===== src/shared/apci_map.svh =====
`ifndef APCI_MAP_SVH
`define APCI_MAP_SVH
`define APCI_RESULT_WIDTH      14
`define APCI_EXT_CONV_CYCLES   17
`define APCI_INT_CLK_NS        100
`define APCI_SYS_CLK_NS        25
`define APCI_INT_DIV           (`APCI_INT_CLK_NS / `APCI_SYS_CLK_NS)
`define APCI_INT_CONV_CYCLES   17
`define APCI_RESULT_RESET      14'h0000
`endif


===== src/shared/apci_pkg.sv =====
`include "apci_map.svh"
package apci_pkg;
   typedef enum logic [3:0] {
      APCI_IDLE   = 4'b0001,
      APCI_CONV   = 4'b0010,
      APCI_DONE   = 4'b0100,
      APCI_WAIT   = 4'b1000
   } apci_state_type;
   typedef struct packed {
      logic [`APCI_RESULT_WIDTH-1:0] data;
      logic [`APCI_RESULT_WIDTH-1:0] data_oe_n;
   } apci_bus_type;
endpackage


===== src/hdl/apci_core.sv =====
`timescale 1ns/1ps
// Notes on behaviour
// Result bus is 14 bits, floated unless read strobe and chip select are low.
// Read strobe low with chip select low drives the result on all bits.
// Chip select high makes the interface ignored and the bus floated.
// Conversion-done pulses low when a conversion completes.
// Conversion-done returns high after exactly one conversion clock period.
// Last-done goes low at conversion end, stays low until start falls.
// Last-done asserts in the same cycle as conversion-done.
// Rising start edge enters hold and begins the conversion.
// Sample captured at the start rise; input tracked while start is low.
// External conversion clock must not exceed 15 MHz.
// Clock-source select low uses the external clock input.
// Power-down high halts conversions; low means normal operation.
// The unused tie-low input has no effect.
// External mode result readable at the 17th external clock rise.
// Host keeps start high until the final result has been read.
// Host leaves 50 ns between read strobe rise and start fall.
// Host gives 20 clocks with start high after leaving power-down.
// The last result stays on the output register until a new one completes.
`include "apci_map.svh"
module apci_core
   import apci_pkg::*;
#(
   parameter int WIDTH = `APCI_RESULT_WIDTH
) (
   input  wire logic             clk,
   input  wire logic             reset,
   input  wire logic             conversion_start,
   input  wire logic             chip_select_n,
   input  wire logic             read_n,
   input  wire logic             ext_clock,
   input  wire logic             clock_source_select,
   input  wire logic             power_down_in,
   input  wire logic             unused_tie_low_input,
   input  wire logic [WIDTH-1:0] analog_sample,
   output logic      [WIDTH-1:0] result_bus,
   output logic      [WIDTH-1:0] result_bus_oe_n,
   output logic                  conversion_done_n,
   output logic                  last_conversion_done_n,
   output logic                  track_hold
);
   // Every pin except reset, the tie-low input and analog_sample passes two flip-flops before logic reads it.
   logic [1:0] s_start, s_cs_n, s_rd_n, s_eclk, s_sel, s_pd;
   logic       start_d, eclk_d;
   logic [1:0] next_s_start, next_s_cs_n, next_s_rd_n, next_s_eclk, next_s_sel, next_s_pd;
   logic       next_start_d, next_eclk_d;
   apci_state_type state, next_state;
   logic [4:0]       count, next_count;
   logic [1:0]       div, next_div;
   logic [WIDTH-1:0] sample, next_sample;
   logic [WIDTH-1:0] result, next_result;
   logic             next_done_n, next_last_n, next_hold;
   logic [WIDTH-1:0] next_bus, next_oe_n;
   logic             start_rise, start_fall, conv_tick, read_on;

   // Edges are taken only from the second synchroniser stage, never from the first.
   function automatic logic edge_up(input logic now_level, input logic last_level);
      return now_level & ~last_level;
   endfunction

   function automatic logic edge_down(input logic now_level, input logic last_level);
      return ~now_level & last_level;
   endfunction

   always_comb begin
      next_s_start = {s_start[0], conversion_start};
      next_s_cs_n  = {s_cs_n[0], chip_select_n};
      next_s_rd_n  = {s_rd_n[0], read_n};
      next_s_eclk  = {s_eclk[0], ext_clock};
      next_s_sel   = {s_sel[0], clock_source_select};
      next_s_pd    = {s_pd[0], power_down_in};
      next_start_d = s_start[1];
      next_eclk_d  = s_eclk[1];
   end

   always_ff @(posedge clk) begin
      if (reset) begin
         s_start <= 2'h0;
         s_cs_n  <= 2'h3;
         s_rd_n  <= 2'h3;
         s_eclk  <= 2'h0;
         s_sel   <= 2'h3;
         s_pd    <= 2'h0;
         start_d <= 1'b0;
         eclk_d  <= 1'b0;
      end else begin
         s_start <= next_s_start;
         s_cs_n  <= next_s_cs_n;
         s_rd_n  <= next_s_rd_n;
         s_eclk  <= next_s_eclk;
         s_sel   <= next_s_sel;
         s_pd    <= next_s_pd;
         start_d <= next_start_d;
         eclk_d  <= next_eclk_d;
      end
   end

   // The internal conversion clock is the system clock divided down; the
   // external one is counted on its sampled rising edges, which limits it
   // to under 20 MHz, half the 40 MHz system rate, which leaves room for 15 MHz.
   always_comb begin
      start_rise = edge_up(s_start[1], start_d);
      start_fall = edge_down(s_start[1], start_d);
      read_on    = ~s_rd_n[1] & ~s_cs_n[1];
      next_div   = div + 2'h1;
      if (s_sel[1]) begin
         conv_tick = (div == 2'(`APCI_INT_DIV - 1));
      end else begin
         conv_tick = edge_up(s_eclk[1], eclk_d);
      end
   end

   always_comb begin
      next_state  = state;
      next_count  = count;
      next_sample = sample;
      next_result = result;
      next_done_n = 1'b1;
      next_last_n = last_conversion_done_n;
      next_hold   = track_hold;
      if (start_fall) begin
         next_last_n = 1'b1;
      end
      case (state)
         APCI_IDLE: begin
            next_hold = 1'b0;
            if (start_rise) begin
               next_sample = analog_sample;
               next_hold   = 1'b1;
               next_count  = 5'h0;
               next_state  = APCI_CONV;
            end
         end
         APCI_CONV: begin
            if (conv_tick) begin
               next_count = count + 5'h1;
               if (count == 5'(`APCI_EXT_CONV_CYCLES - 1)) begin
                  next_result = sample;
                  next_done_n = 1'b0;
                  next_last_n = 1'b0;
                  next_state  = APCI_DONE;
               end
            end
         end
         APCI_DONE: begin
            // Done stays low until the next conversion clock tick.
            next_done_n = 1'b0;
            if (conv_tick) begin
               next_done_n = 1'b1;
               next_state  = APCI_WAIT;
            end
         end
         APCI_WAIT: begin
            if (~s_start[1]) begin
               next_hold  = 1'b0;
               next_state = APCI_IDLE;
            end
         end
         default: next_state = APCI_IDLE;
      endcase
      if (s_pd[1]) begin
         next_state  = APCI_IDLE;
         next_done_n = 1'b1;
         next_hold   = 1'b0;
      end
   end

   always_ff @(posedge clk) begin
      if (reset) begin
         state                  <= APCI_IDLE;
         count                  <= 5'h0;
         div                    <= 2'h0;
         sample                 <= '0;
         result                 <= `APCI_RESULT_RESET;
         conversion_done_n      <= 1'b1;
         last_conversion_done_n <= 1'b1;
         track_hold             <= 1'b0;
      end else begin
         state                  <= next_state;
         count                  <= next_count;
         div                    <= next_div;
         sample                 <= next_sample;
         result                 <= next_result;
         conversion_done_n      <= next_done_n;
         last_conversion_done_n <= next_last_n;
         track_hold             <= next_hold;
      end
   end

   // The bus and its enables are registered, so a read shows three clocks after the
   // strobe falls; the delay buys glitch-free enables on every pin.
   always_comb begin
      next_oe_n = read_on ? '0 : '1;
      next_bus  = result;
   end

   always_ff @(posedge clk) begin
      if (reset) begin
         result_bus      <= '0;
         result_bus_oe_n <= '1;
      end else begin
         result_bus      <= next_bus;
         result_bus_oe_n <= next_oe_n;
      end
   end

   // The tie-low input is deliberately left unread.
   logic unused_ok;
   assign unused_ok = unused_tie_low_input;

   chk_float_when_idle: assert property (@(posedge clk) disable iff (reset)
      !$past(read_on) |-> result_bus_oe_n == '1)
      else $error("bus driven without read");

   chk_drive_on_read: assert property (@(posedge clk) disable iff (reset)
      $past(read_on) |-> result_bus_oe_n == '0)
      else $error("bus not driven on read");

   chk_bus_value: assert property (@(posedge clk) disable iff (reset)
      $past(read_on) |-> result_bus == $past(result))
      else $error("bus value differs from result");

   chk_cs_float: assert property (@(posedge clk) disable iff (reset)
      $past(s_cs_n[1]) |-> result_bus_oe_n == '1)
      else $error("bus driven with cs high");

   chk_done_from_conv: assert property (@(posedge clk) disable iff (reset)
      $fell(conversion_done_n) |-> $past(state) == APCI_CONV)
      else $error("done without conv");

   chk_done_width: assert property (@(posedge clk) disable iff (reset || s_pd[1])
      $fell(conversion_done_n) && s_sel[1]
      |-> !conversion_done_n [*4] ##1 conversion_done_n)
      else $error("done width wrong");

   chk_done_one_tick: assert property (@(posedge clk) disable iff (reset)
      state == APCI_DONE && conv_tick && !s_pd[1] |=> conversion_done_n)
      else $error("done not released on tick");

   chk_last_release: assert property (@(posedge clk) disable iff (reset)
      $rose(last_conversion_done_n) |-> $past(start_fall))
      else $error("last-done released early");

   chk_last_holds_low: assert property (@(posedge clk) disable iff (reset)
      !last_conversion_done_n && s_start[1] |=> !last_conversion_done_n)
      else $error("last-done released while start high");

   chk_done_pairs: assert property (@(posedge clk) disable iff (reset)
      $fell(conversion_done_n) |-> $fell(last_conversion_done_n))
      else $error("done mismatch");

   chk_hold_on_rise: assert property (@(posedge clk) disable iff (reset)
      start_rise && state == APCI_IDLE && !s_pd[1] |=> track_hold)
      else $error("no hold");

   chk_wait_to_idle: assert property (@(posedge clk) disable iff (reset)
      state == APCI_WAIT && !s_start[1] |=> state == APCI_IDLE)
      else $error("no return to idle");

   chk_sample_capture: assert property (@(posedge clk) disable iff (reset)
      start_rise && state == APCI_IDLE |=> sample == $past(analog_sample))
      else $error("sample not captured");

   chk_sample_frozen: assert property (@(posedge clk) disable iff (reset)
      state == APCI_CONV |=> $stable(sample))
      else $error("sample moved in hold");

   chk_track_while_idle: assert property (@(posedge clk) disable iff (reset)
      state == APCI_IDLE && !start_rise |=> !track_hold)
      else $error("hold while tracking");

   chk_ext_tick_only: assert property (@(posedge clk) disable iff (reset)
      !s_sel[1] && state == APCI_CONV && !(s_eclk[1] && !eclk_d) |=> $stable(count))
      else $error("count moved without external edge");

   chk_int_tick_only: assert property (@(posedge clk) disable iff (reset)
      s_sel[1] && state == APCI_CONV && div != 2'(`APCI_INT_DIV - 1) |=> $stable(count))
      else $error("count moved without internal tick");

   chk_pd_halts: assert property (@(posedge clk) disable iff (reset)
      s_pd[1] |=> state == APCI_IDLE)
      else $error("not halted");

   chk_pd_no_done: assert property (@(posedge clk) disable iff (reset)
      s_pd[1] |=> conversion_done_n)
      else $error("done in shutdown");

   chk_pd_no_hold: assert property (@(posedge clk) disable iff (reset)
      s_pd[1] |=> !track_hold)
      else $error("hold in shutdown");

   chk_latency_end: assert property (@(posedge clk) disable iff (reset)
      state == APCI_CONV && conv_tick && count == 5'(`APCI_EXT_CONV_CYCLES - 1) && !s_pd[1] |=> !conversion_done_n)
      else $error("done missing after last tick");

   chk_result_stable: assert property (@(posedge clk) disable iff (reset)
      $changed(result) |-> $fell(conversion_done_n))
      else $error("result changed");

   cov_conv: cover property (@(posedge clk) $fell(conversion_done_n));
   cov_read: cover property (@(posedge clk) result_bus_oe_n == '0);
   cov_ext: cover property (@(posedge clk) !s_sel[1] && $fell(conversion_done_n));
   cov_last_release: cover property (@(posedge clk) $rose(last_conversion_done_n));
   cov_shutdown: cover property (@(posedge clk) $rose(s_pd[1]));
endmodule // apci_core


===== config.mk =====
export PLATFORM = sky130hd
export DESIGN_NAME = apci_core
export DESIGN_NICKNAME = d
export VERILOG_FILES = /design/src/shared/apci_pkg.sv /design/src/hdl/apci_core.sv
export VERILOG_INCLUDE_DIRS = /design/src /design/src/shared
export SDC_FILE = /design/constraint.sdc
export NUM_CORES = 1
export LEC_CHECK = 0
export BUFFER_PORTS_ARGS = -buffer_cell sky130_fd_sc_hd__buf_2
export CELL_PAD_IN_SITES_DETAIL_PLACEMENT = 1
export CELL_PAD_IN_SITES_GLOBAL_PLACEMENT = 1
export CORE_AREA = 3 3 84 86
export DETAILED_ROUTE_END_ITERATION = 10
export DIE_AREA = 0 0 87 89
export GPL_ROUTABILITY_DRIVEN = 1
export PLACE_DENSITY = 0.84
export SYNTH_ARGS = -nofsm -noshare
export SYNTH_HDL_FRONTEND = slang
export SYNTH_SLANG_ARGS = --single-unit

===== constraint.sdc =====
create_clock -name clk -period 2.1 [get_ports clk]
set_clock_uncertainty 0.1 [all_clocks]
set_input_delay 0.42 -clock clk [delete_from_list [all_inputs] [get_ports clk]]
set_output_delay 0.42 -clock clk [all_outputs]
set_load 0.05 [all_outputs]

==> metrics.cfg, run 1 <==
[run_status]
outcome = complete, no violations

[global_routing]
grt_pass1_vias = 1933
grt_max_degree = 50
antenna_found_initial = 0
overflow = 0
grt_pass1_wl_um = 8830
grtUsageTotal = 0.149

[drt]
vias = 1875
ant_nets = 0
wl_um = 5390
dr.pass1.iters = 4
wl_per_cell_um = 14.0
drtIter0Drc = 59
drc_errors = 0
vias_per_cell = 4.87

[yosys]
synth_edf_count = 0
synthTopCellsByArea = dfxtp_1 56%, nor2b_1 5.7%, mux2i_1 5.5%
syn_area_per_cell_um2 = 9.76
ys_warn_count = 0
syn_nets = 288
netlist_area_um2 = 2550
synthArstFlopShare = 0
ys_seq_elements = 71
yosysTopAreaCellShare = 0.558
ys_seq_area_frac = 0.558
synth_top_area_cell = dfxtp_1
synthFlopType = dfxtp_1
syn_inst = 261
ys_types = 37

[floorplanning]
die_w_um = 87
core-area_um2 = 6350
die_area_um2 = 7740
die_h_um = 89
ios = 54
start_util = 0.401
fp-row-count = 29

[place]
placed_area_um2 = 2810
dp_hpwl_um = 3630
place_congestion = 0.758
pre_cts_slack_ps = 111
numPortBuffers = 52

[pwr]
comb_power_share = 0.039
leakage_nw = 1.24
power_density_nw_per_um2 = 924
ir_drop_mv = 0.503
netSwitchingPower_w = 0.000593
p_clk_frac = 0.473
p_int_w = 0.00225
seqPwrFrac = 0.488
netSwitchingFraction = 0.209

[clock_network]
h-tree-depth = 3
cts_resized = 0
path_clk_slew_ps = 80
cts_setup_buffers = 0
insertion_delay_ps = 340
cts_root_buf = clkbuf_8
cts.path.max_buffers = 2
cts_sinks = 71
cts_inserted_buffers = 9
cts_tree = yes
postCtsHoldBufs = 0

[worst_hold_path]
hp-class = input port to register
min_path_cells = 2

[setup_path]
cp_top_family = simple AND/OR/NAND/NOR gates
crit_path_max_fanout = 7
cp-start-kind = register
crit_arrival_ps = 2140
path_cells = or4b_1, nor3b_4, buf_4, mux2i_1, nor2_1
path_buf_inv = 1
worstPathRequired_ps = 2240
critical-path-max-stage-delay_ps = 630
critPathKind = register to register
reg2reg_depth = 5
end_kind = register
cp.depth = 5
slowest_stage = or4b_1
r2r_slack_ps = 100

[sta]
fin_crit_sh = 0.952
period_minus_slack_ps = 2000
slew_headroom = 0.623
worst_slack_ps = 99.9
whs_ps = 162
fmax_mhz = 500
final-setup-viol-count = 0
report.final.slew_viol_count = 0
rsz0062_at_grt = no
fin_tns_setup_ps = 0
tightest_slew_ps = 564
hold_violations = 0

[run]
max_cap_violations = 0

[final_layout]
antenna_cells = 0
final_cell_mix = 71 x dfxtp_1, 52 x buf_2, 34 x nand2_1
syn_to_final_growth_pct = 20.7
design_area_um2 = 3070
final_common_cell = dfxtp_1
layout-drive-gt1-share = 0.273
fin_nets = 330

==> path summary, 6_finish.rpt <==
check	start	to
setup reg to reg	state[2]$_SDFFE_PP0P_	next_bus[10]$_SDFFE_PP0P_
hold / removal	read_n	s_rd_n[0]$_SDFF_PP1_
hold reg to reg	s_rd_n[0]$_SDFF_PP1_	s_rd_n[1]$_SDFF_PP1_
setup / recovery	state[2]$_SDFFE_PP0P_	next_bus[10]$_SDFFE_PP0P_
==> cells by family after synthesis <==
kind of cell	synth area share
adders and majority gates	0.0197
xor gates and xnor gates	0.0103
buffers and inverters	0.0708
and+or+nand+nor	0.214
AOI/OAI and AO/OA	0.0678
DFF	0.558
muxes	0.0595
==> stage by stage <==
step	instances	power, W	util
global placement	369	0.00152	0.443
global route	385	0.00295	0.484
floorplan	261	0.00148	-
detailed placement	369	0.00153	0.443
finish	385	0.00284	0.484
CTS	385	0.00288	0.483
==> state kept, by name, summed over array words and instances (netlist names) <==
register,flops
next_bus,14
result_bus,14
sample,14
count,5
state,4
div,2
s_cs_n,2
s_eclk,2
s_pd,2
s_rd_n,2
s_sel,2
s_start,2
conversion_done_n,1
eclk_d,1
last_conversion_done_n,1
result_bus_oe_n,1
start_d,1
track_hold,1
==> power by group through the flow <==
stage                     Clock [W]  Combinational, W  Sequential, W
final                       0.00134          0.000110        0.00138
after global routing        0.00144          0.000122        0.00139
after CTS                   0.00138          0.000112        0.00139
after detailed placement          0          0.000111        0.00142
after global placement            0          0.000107        0.00141
after floorplan                   0         0.0000668        0.00141
==> Yosys cell counts, types with 3 or more instances <==
| library cell | number |
|---|---|
| clkbuf_1 | 7 |
| o21ai_0 | 5 |
| nand2_1 | 34 |
| inv_1 | 3 |
| xor2_1 | 3 |
| ha_1 | 4 |
| nor2_1 | 26 |
| or2_2 | 7 |
| buf_4 | 13 |
| nor3_1 | 4 |
| mux2i_1 | 14 |
| nor2b_1 | 23 |
| a21oi_1 | 20 |
| dfxtp_1 | 71 |
==> metal layers <==
layer / up-vias / part of all wire / global-route usage
met5: - / 0 / 0
met4: 0 / 0.019 / 0.0680
met3: 10 / 0.044 / 0.0470
met2: 35 / 0.55 / 0.277
met1: 905 / 0.39 / 0.153
li1: 925 / - / -
==> layout make-up <==
cell class                 instances  area, um^2
tap                               77        96.3
fill                             753        3280
clock inverter                     6         115
sequential                        71        1420
clock buffer                      10         138
inverter                           3        11.3
timing repair buffer              56         328
multi-input combinational        162         963
(Power assumes the default switching activity.)
==> run 2, diff against run 1 <==
--- a/config.mk
+++ b/config.mk
@@ -14,6 +14,7 @@
 export DIE_AREA = 0 0 87 89
 export GPL_ROUTABILITY_DRIVEN = 1
 export PLACE_DENSITY = 0.84
+export RECOVER_POWER = 50
 export SYNTH_ARGS = -nofsm -noshare
 export SYNTH_HDL_FRONTEND = slang
 export SYNTH_SLANG_ARGS = --single-unit
==> metrics.cfg, run 2 (same netlist as run 1, synthesis figures left out) <==
[pwr]
leakage_nw = 1.17  ; -5.7%
ir_drop_mv = 0.502  ; -0.26%
comb_power_share = 0.039  ; about the same
netSwitchingPower_w = 0.000593  ; about the same
netSwitchingFraction = 0.209  ; about the same
seqPwrFrac = 0.488  ; about the same
p_int_w = 0.00225  ; about the same
p_clk_frac = 0.473  ; about the same
power_density_nw_per_um2 = 930  ; +0.72%

[floorplanning]
fp-row-count = 29  ; unchanged
die_w_um = 87  ; unchanged
die_h_um = 89  ; unchanged
start_util = 0.401  ; unchanged
die_area_um2 = 7740  ; unchanged
core-area_um2 = 6350  ; unchanged
ios = 54  ; unchanged

[setup_path]
crit_start = state[2]$_SDFFE_PP0P_
crit_path_max_fanout = 7  ; unchanged
reg2reg_depth = 5  ; unchanged
slowest_stage = or4b_1
cp_top_family = simple AND/OR/NAND/NOR gates
worstPathRequired_ps = 2240  ; about the same
r2r_slack_ps = 100  ; about the same
r2r-start = state[2]$_SDFFE_PP0P_
crit_arrival_ps = 2140  ; about the same
end_kind = register
path_buf_inv = 1  ; unchanged
r2r-end = next_bus[10]$_SDFFE_PP0P_
cp-start-kind = register
critPathKind = register to register
path_cells = or4b_1, nor3b_4, buf_4, mux2i_1, nor2_1
critical-path-max-stage-delay_ps = 630  ; about the same

[final_layout]
final_cell_mix = 71 x dfxtp_1, 34 x nand2_1, 34 x buf_2
syn_to_final_growth_pct = 19.8
final_common_cell = dfxtp_1
design_area_um2 = 3050  ; -0.73%
fillers = 765  ; +1.6%
fin_nets = 330  ; unchanged
layout-drive-gt1-share = 0.214  ; -0.0584
antenna_cells = 0  ; unchanged
seqCellArea_um2 = 1420  ; unchanged
multi_input_area_um2 = 963  ; unchanged

[clock_network]
path_clk_slew_ps = 80  ; about the same
cts_root_buf = clkbuf_8
cts_tree = yes
cts.path.max_buffers = 2  ; unchanged
insertion_delay_ps = 340  ; about the same
h-tree-depth = 3  ; unchanged
cts_inserted_buffers = 9  ; unchanged
cts_sinks = 71  ; unchanged
postCtsHoldBufs = 0  ; unchanged

[place]
place_congestion = 0.758  ; unchanged
pre_cts_slack_ps = 111  ; unchanged
numPortBuffers = 52  ; unchanged
dp_hpwl_um = 3630  ; unchanged
placed_area_um2 = 2810  ; unchanged

[drt]
drc_errors = 0  ; unchanged
vias_per_cell = 4.87  ; unchanged
ant_nets = 0  ; unchanged
wl_per_cell_um = 14.0  ; +0.22%
vias = 1875  ; unchanged
wl_um = 5400  ; +0.22%
dr.pass1.iters = 4  ; unchanged
drtIter0Drc = 59  ; unchanged

[sta]
period_minus_slack_ps = 2000  ; +0.408 ps
tightest_slew_ps = 800  ; +235 ps
report.final.slew_viol_count = 0  ; unchanged
fin_crit_sh = 0.953  ; about the same
slew_headroom = 0.467  ; -0.156
rsz0062_at_grt = no
hold_violations = 0  ; unchanged
final-setup-viol-count = 0  ; unchanged
fin_tns_setup_ps = 0  ; unchanged
worst_slack_ps = 99.5  ; -0.408 ps
fmax_mhz = 500  ; about the same

[global_routing]
grt_use_met3 = 0.0470  ; unchanged
antenna_found_initial = 0  ; unchanged
grtUsageTotal = 0.149  ; unchanged
grtUsageMet2 = 0.277  ; unchanged
overflow = 0  ; unchanged
busiest_layer = met2
grt_pass1_wl_um = 8830  ; unchanged
gr-usage-met1 = 0.153  ; unchanged
grt_max_degree = 50  ; unchanged
grt_pass1_vias = 1933  ; unchanged

[worst_hold_path]
min_path_cells = 2  ; unchanged
worstHoldEndpoint = s_rd_n[0]$_SDFF_PP1_
hp-class = input port to register
worstHoldStart = read_n

[run]
max_cap_violations = 0  ; unchanged

[run_status]
outcome = complete, no violations

run 2: cell types whose count changed in the layout (fill, tap and decap cells not counted):
cell	delta
clkbuf_1	+18
buf_2	-18
run 2: how the worst max path moves through the flow:
stage	endpoint	slack, ps	cells past startpoint
global placement	next_bus[8]$_SDFFE_PP0P_	210	5
finish	next_bus[10]$_SDFFE_PP0P_	100	5
detailed placement	next_bus[10]$_SDFFE_PP0P_	110	5
CTS	count[3]$_SDFFE_PP0P_	90	5
global route	next_bus[10]$_SDFFE_PP0P_	30	5
floorplan	next_bus[10]$_SDFFE_PP0P_	300	6
run 2: repair_timing:
item                                    in CTS  in global routing
setup buffers                                0                  0
hold endpoints to repair                     0                  0
resized for setup                            0                  1
endpoints found under the setup margin       0                  2
run 2: routing by layer:
metal  share of wire  up-vias
met2            0.55       35
met3           0.046       10
li1                -      925
met1            0.39      905
met5               0        -
met4           0.019        0
run 2: power groups by stage:
stage,registers (W),logic [W],clock network (W)
2_1_floorplan,0.00141,0.0000668,0
4_1_cts,0.00139,0.000112,0.00138
6_report,0.00138,0.000110,0.00134
5_1_grt,0.00139,0.000122,0.00144
3_5_place_dp,0.00142,0.000111,0
3_3_place_gp,0.00141,0.000107,0
run 2: area by class of cell:
cell class	count	share of cell area
inverters	3	0.00369
multi-input cells	162	0.316
clock buffers	10	0.0451
repair buffers	56	0.100
well taps	77	0.0316
flip-flops and latches	71	0.466
clock inverters	6	0.0377
run 2: stage by stage:
step / util / hold WS [ps] / std cells / power (W)
after floorplan: - / 289 / 261 / 0.00148
after global placement: 0.443 / 293 / 369 / 0.00152
after detailed placement: 0.443 / 300 / 369 / 0.00153
after CTS: 0.483 / 147 / 385 / 0.00288
after global routing: 0.480 / 146 / 385 / 0.00295
final: 0.480 / 162 / 385 / 0.00284
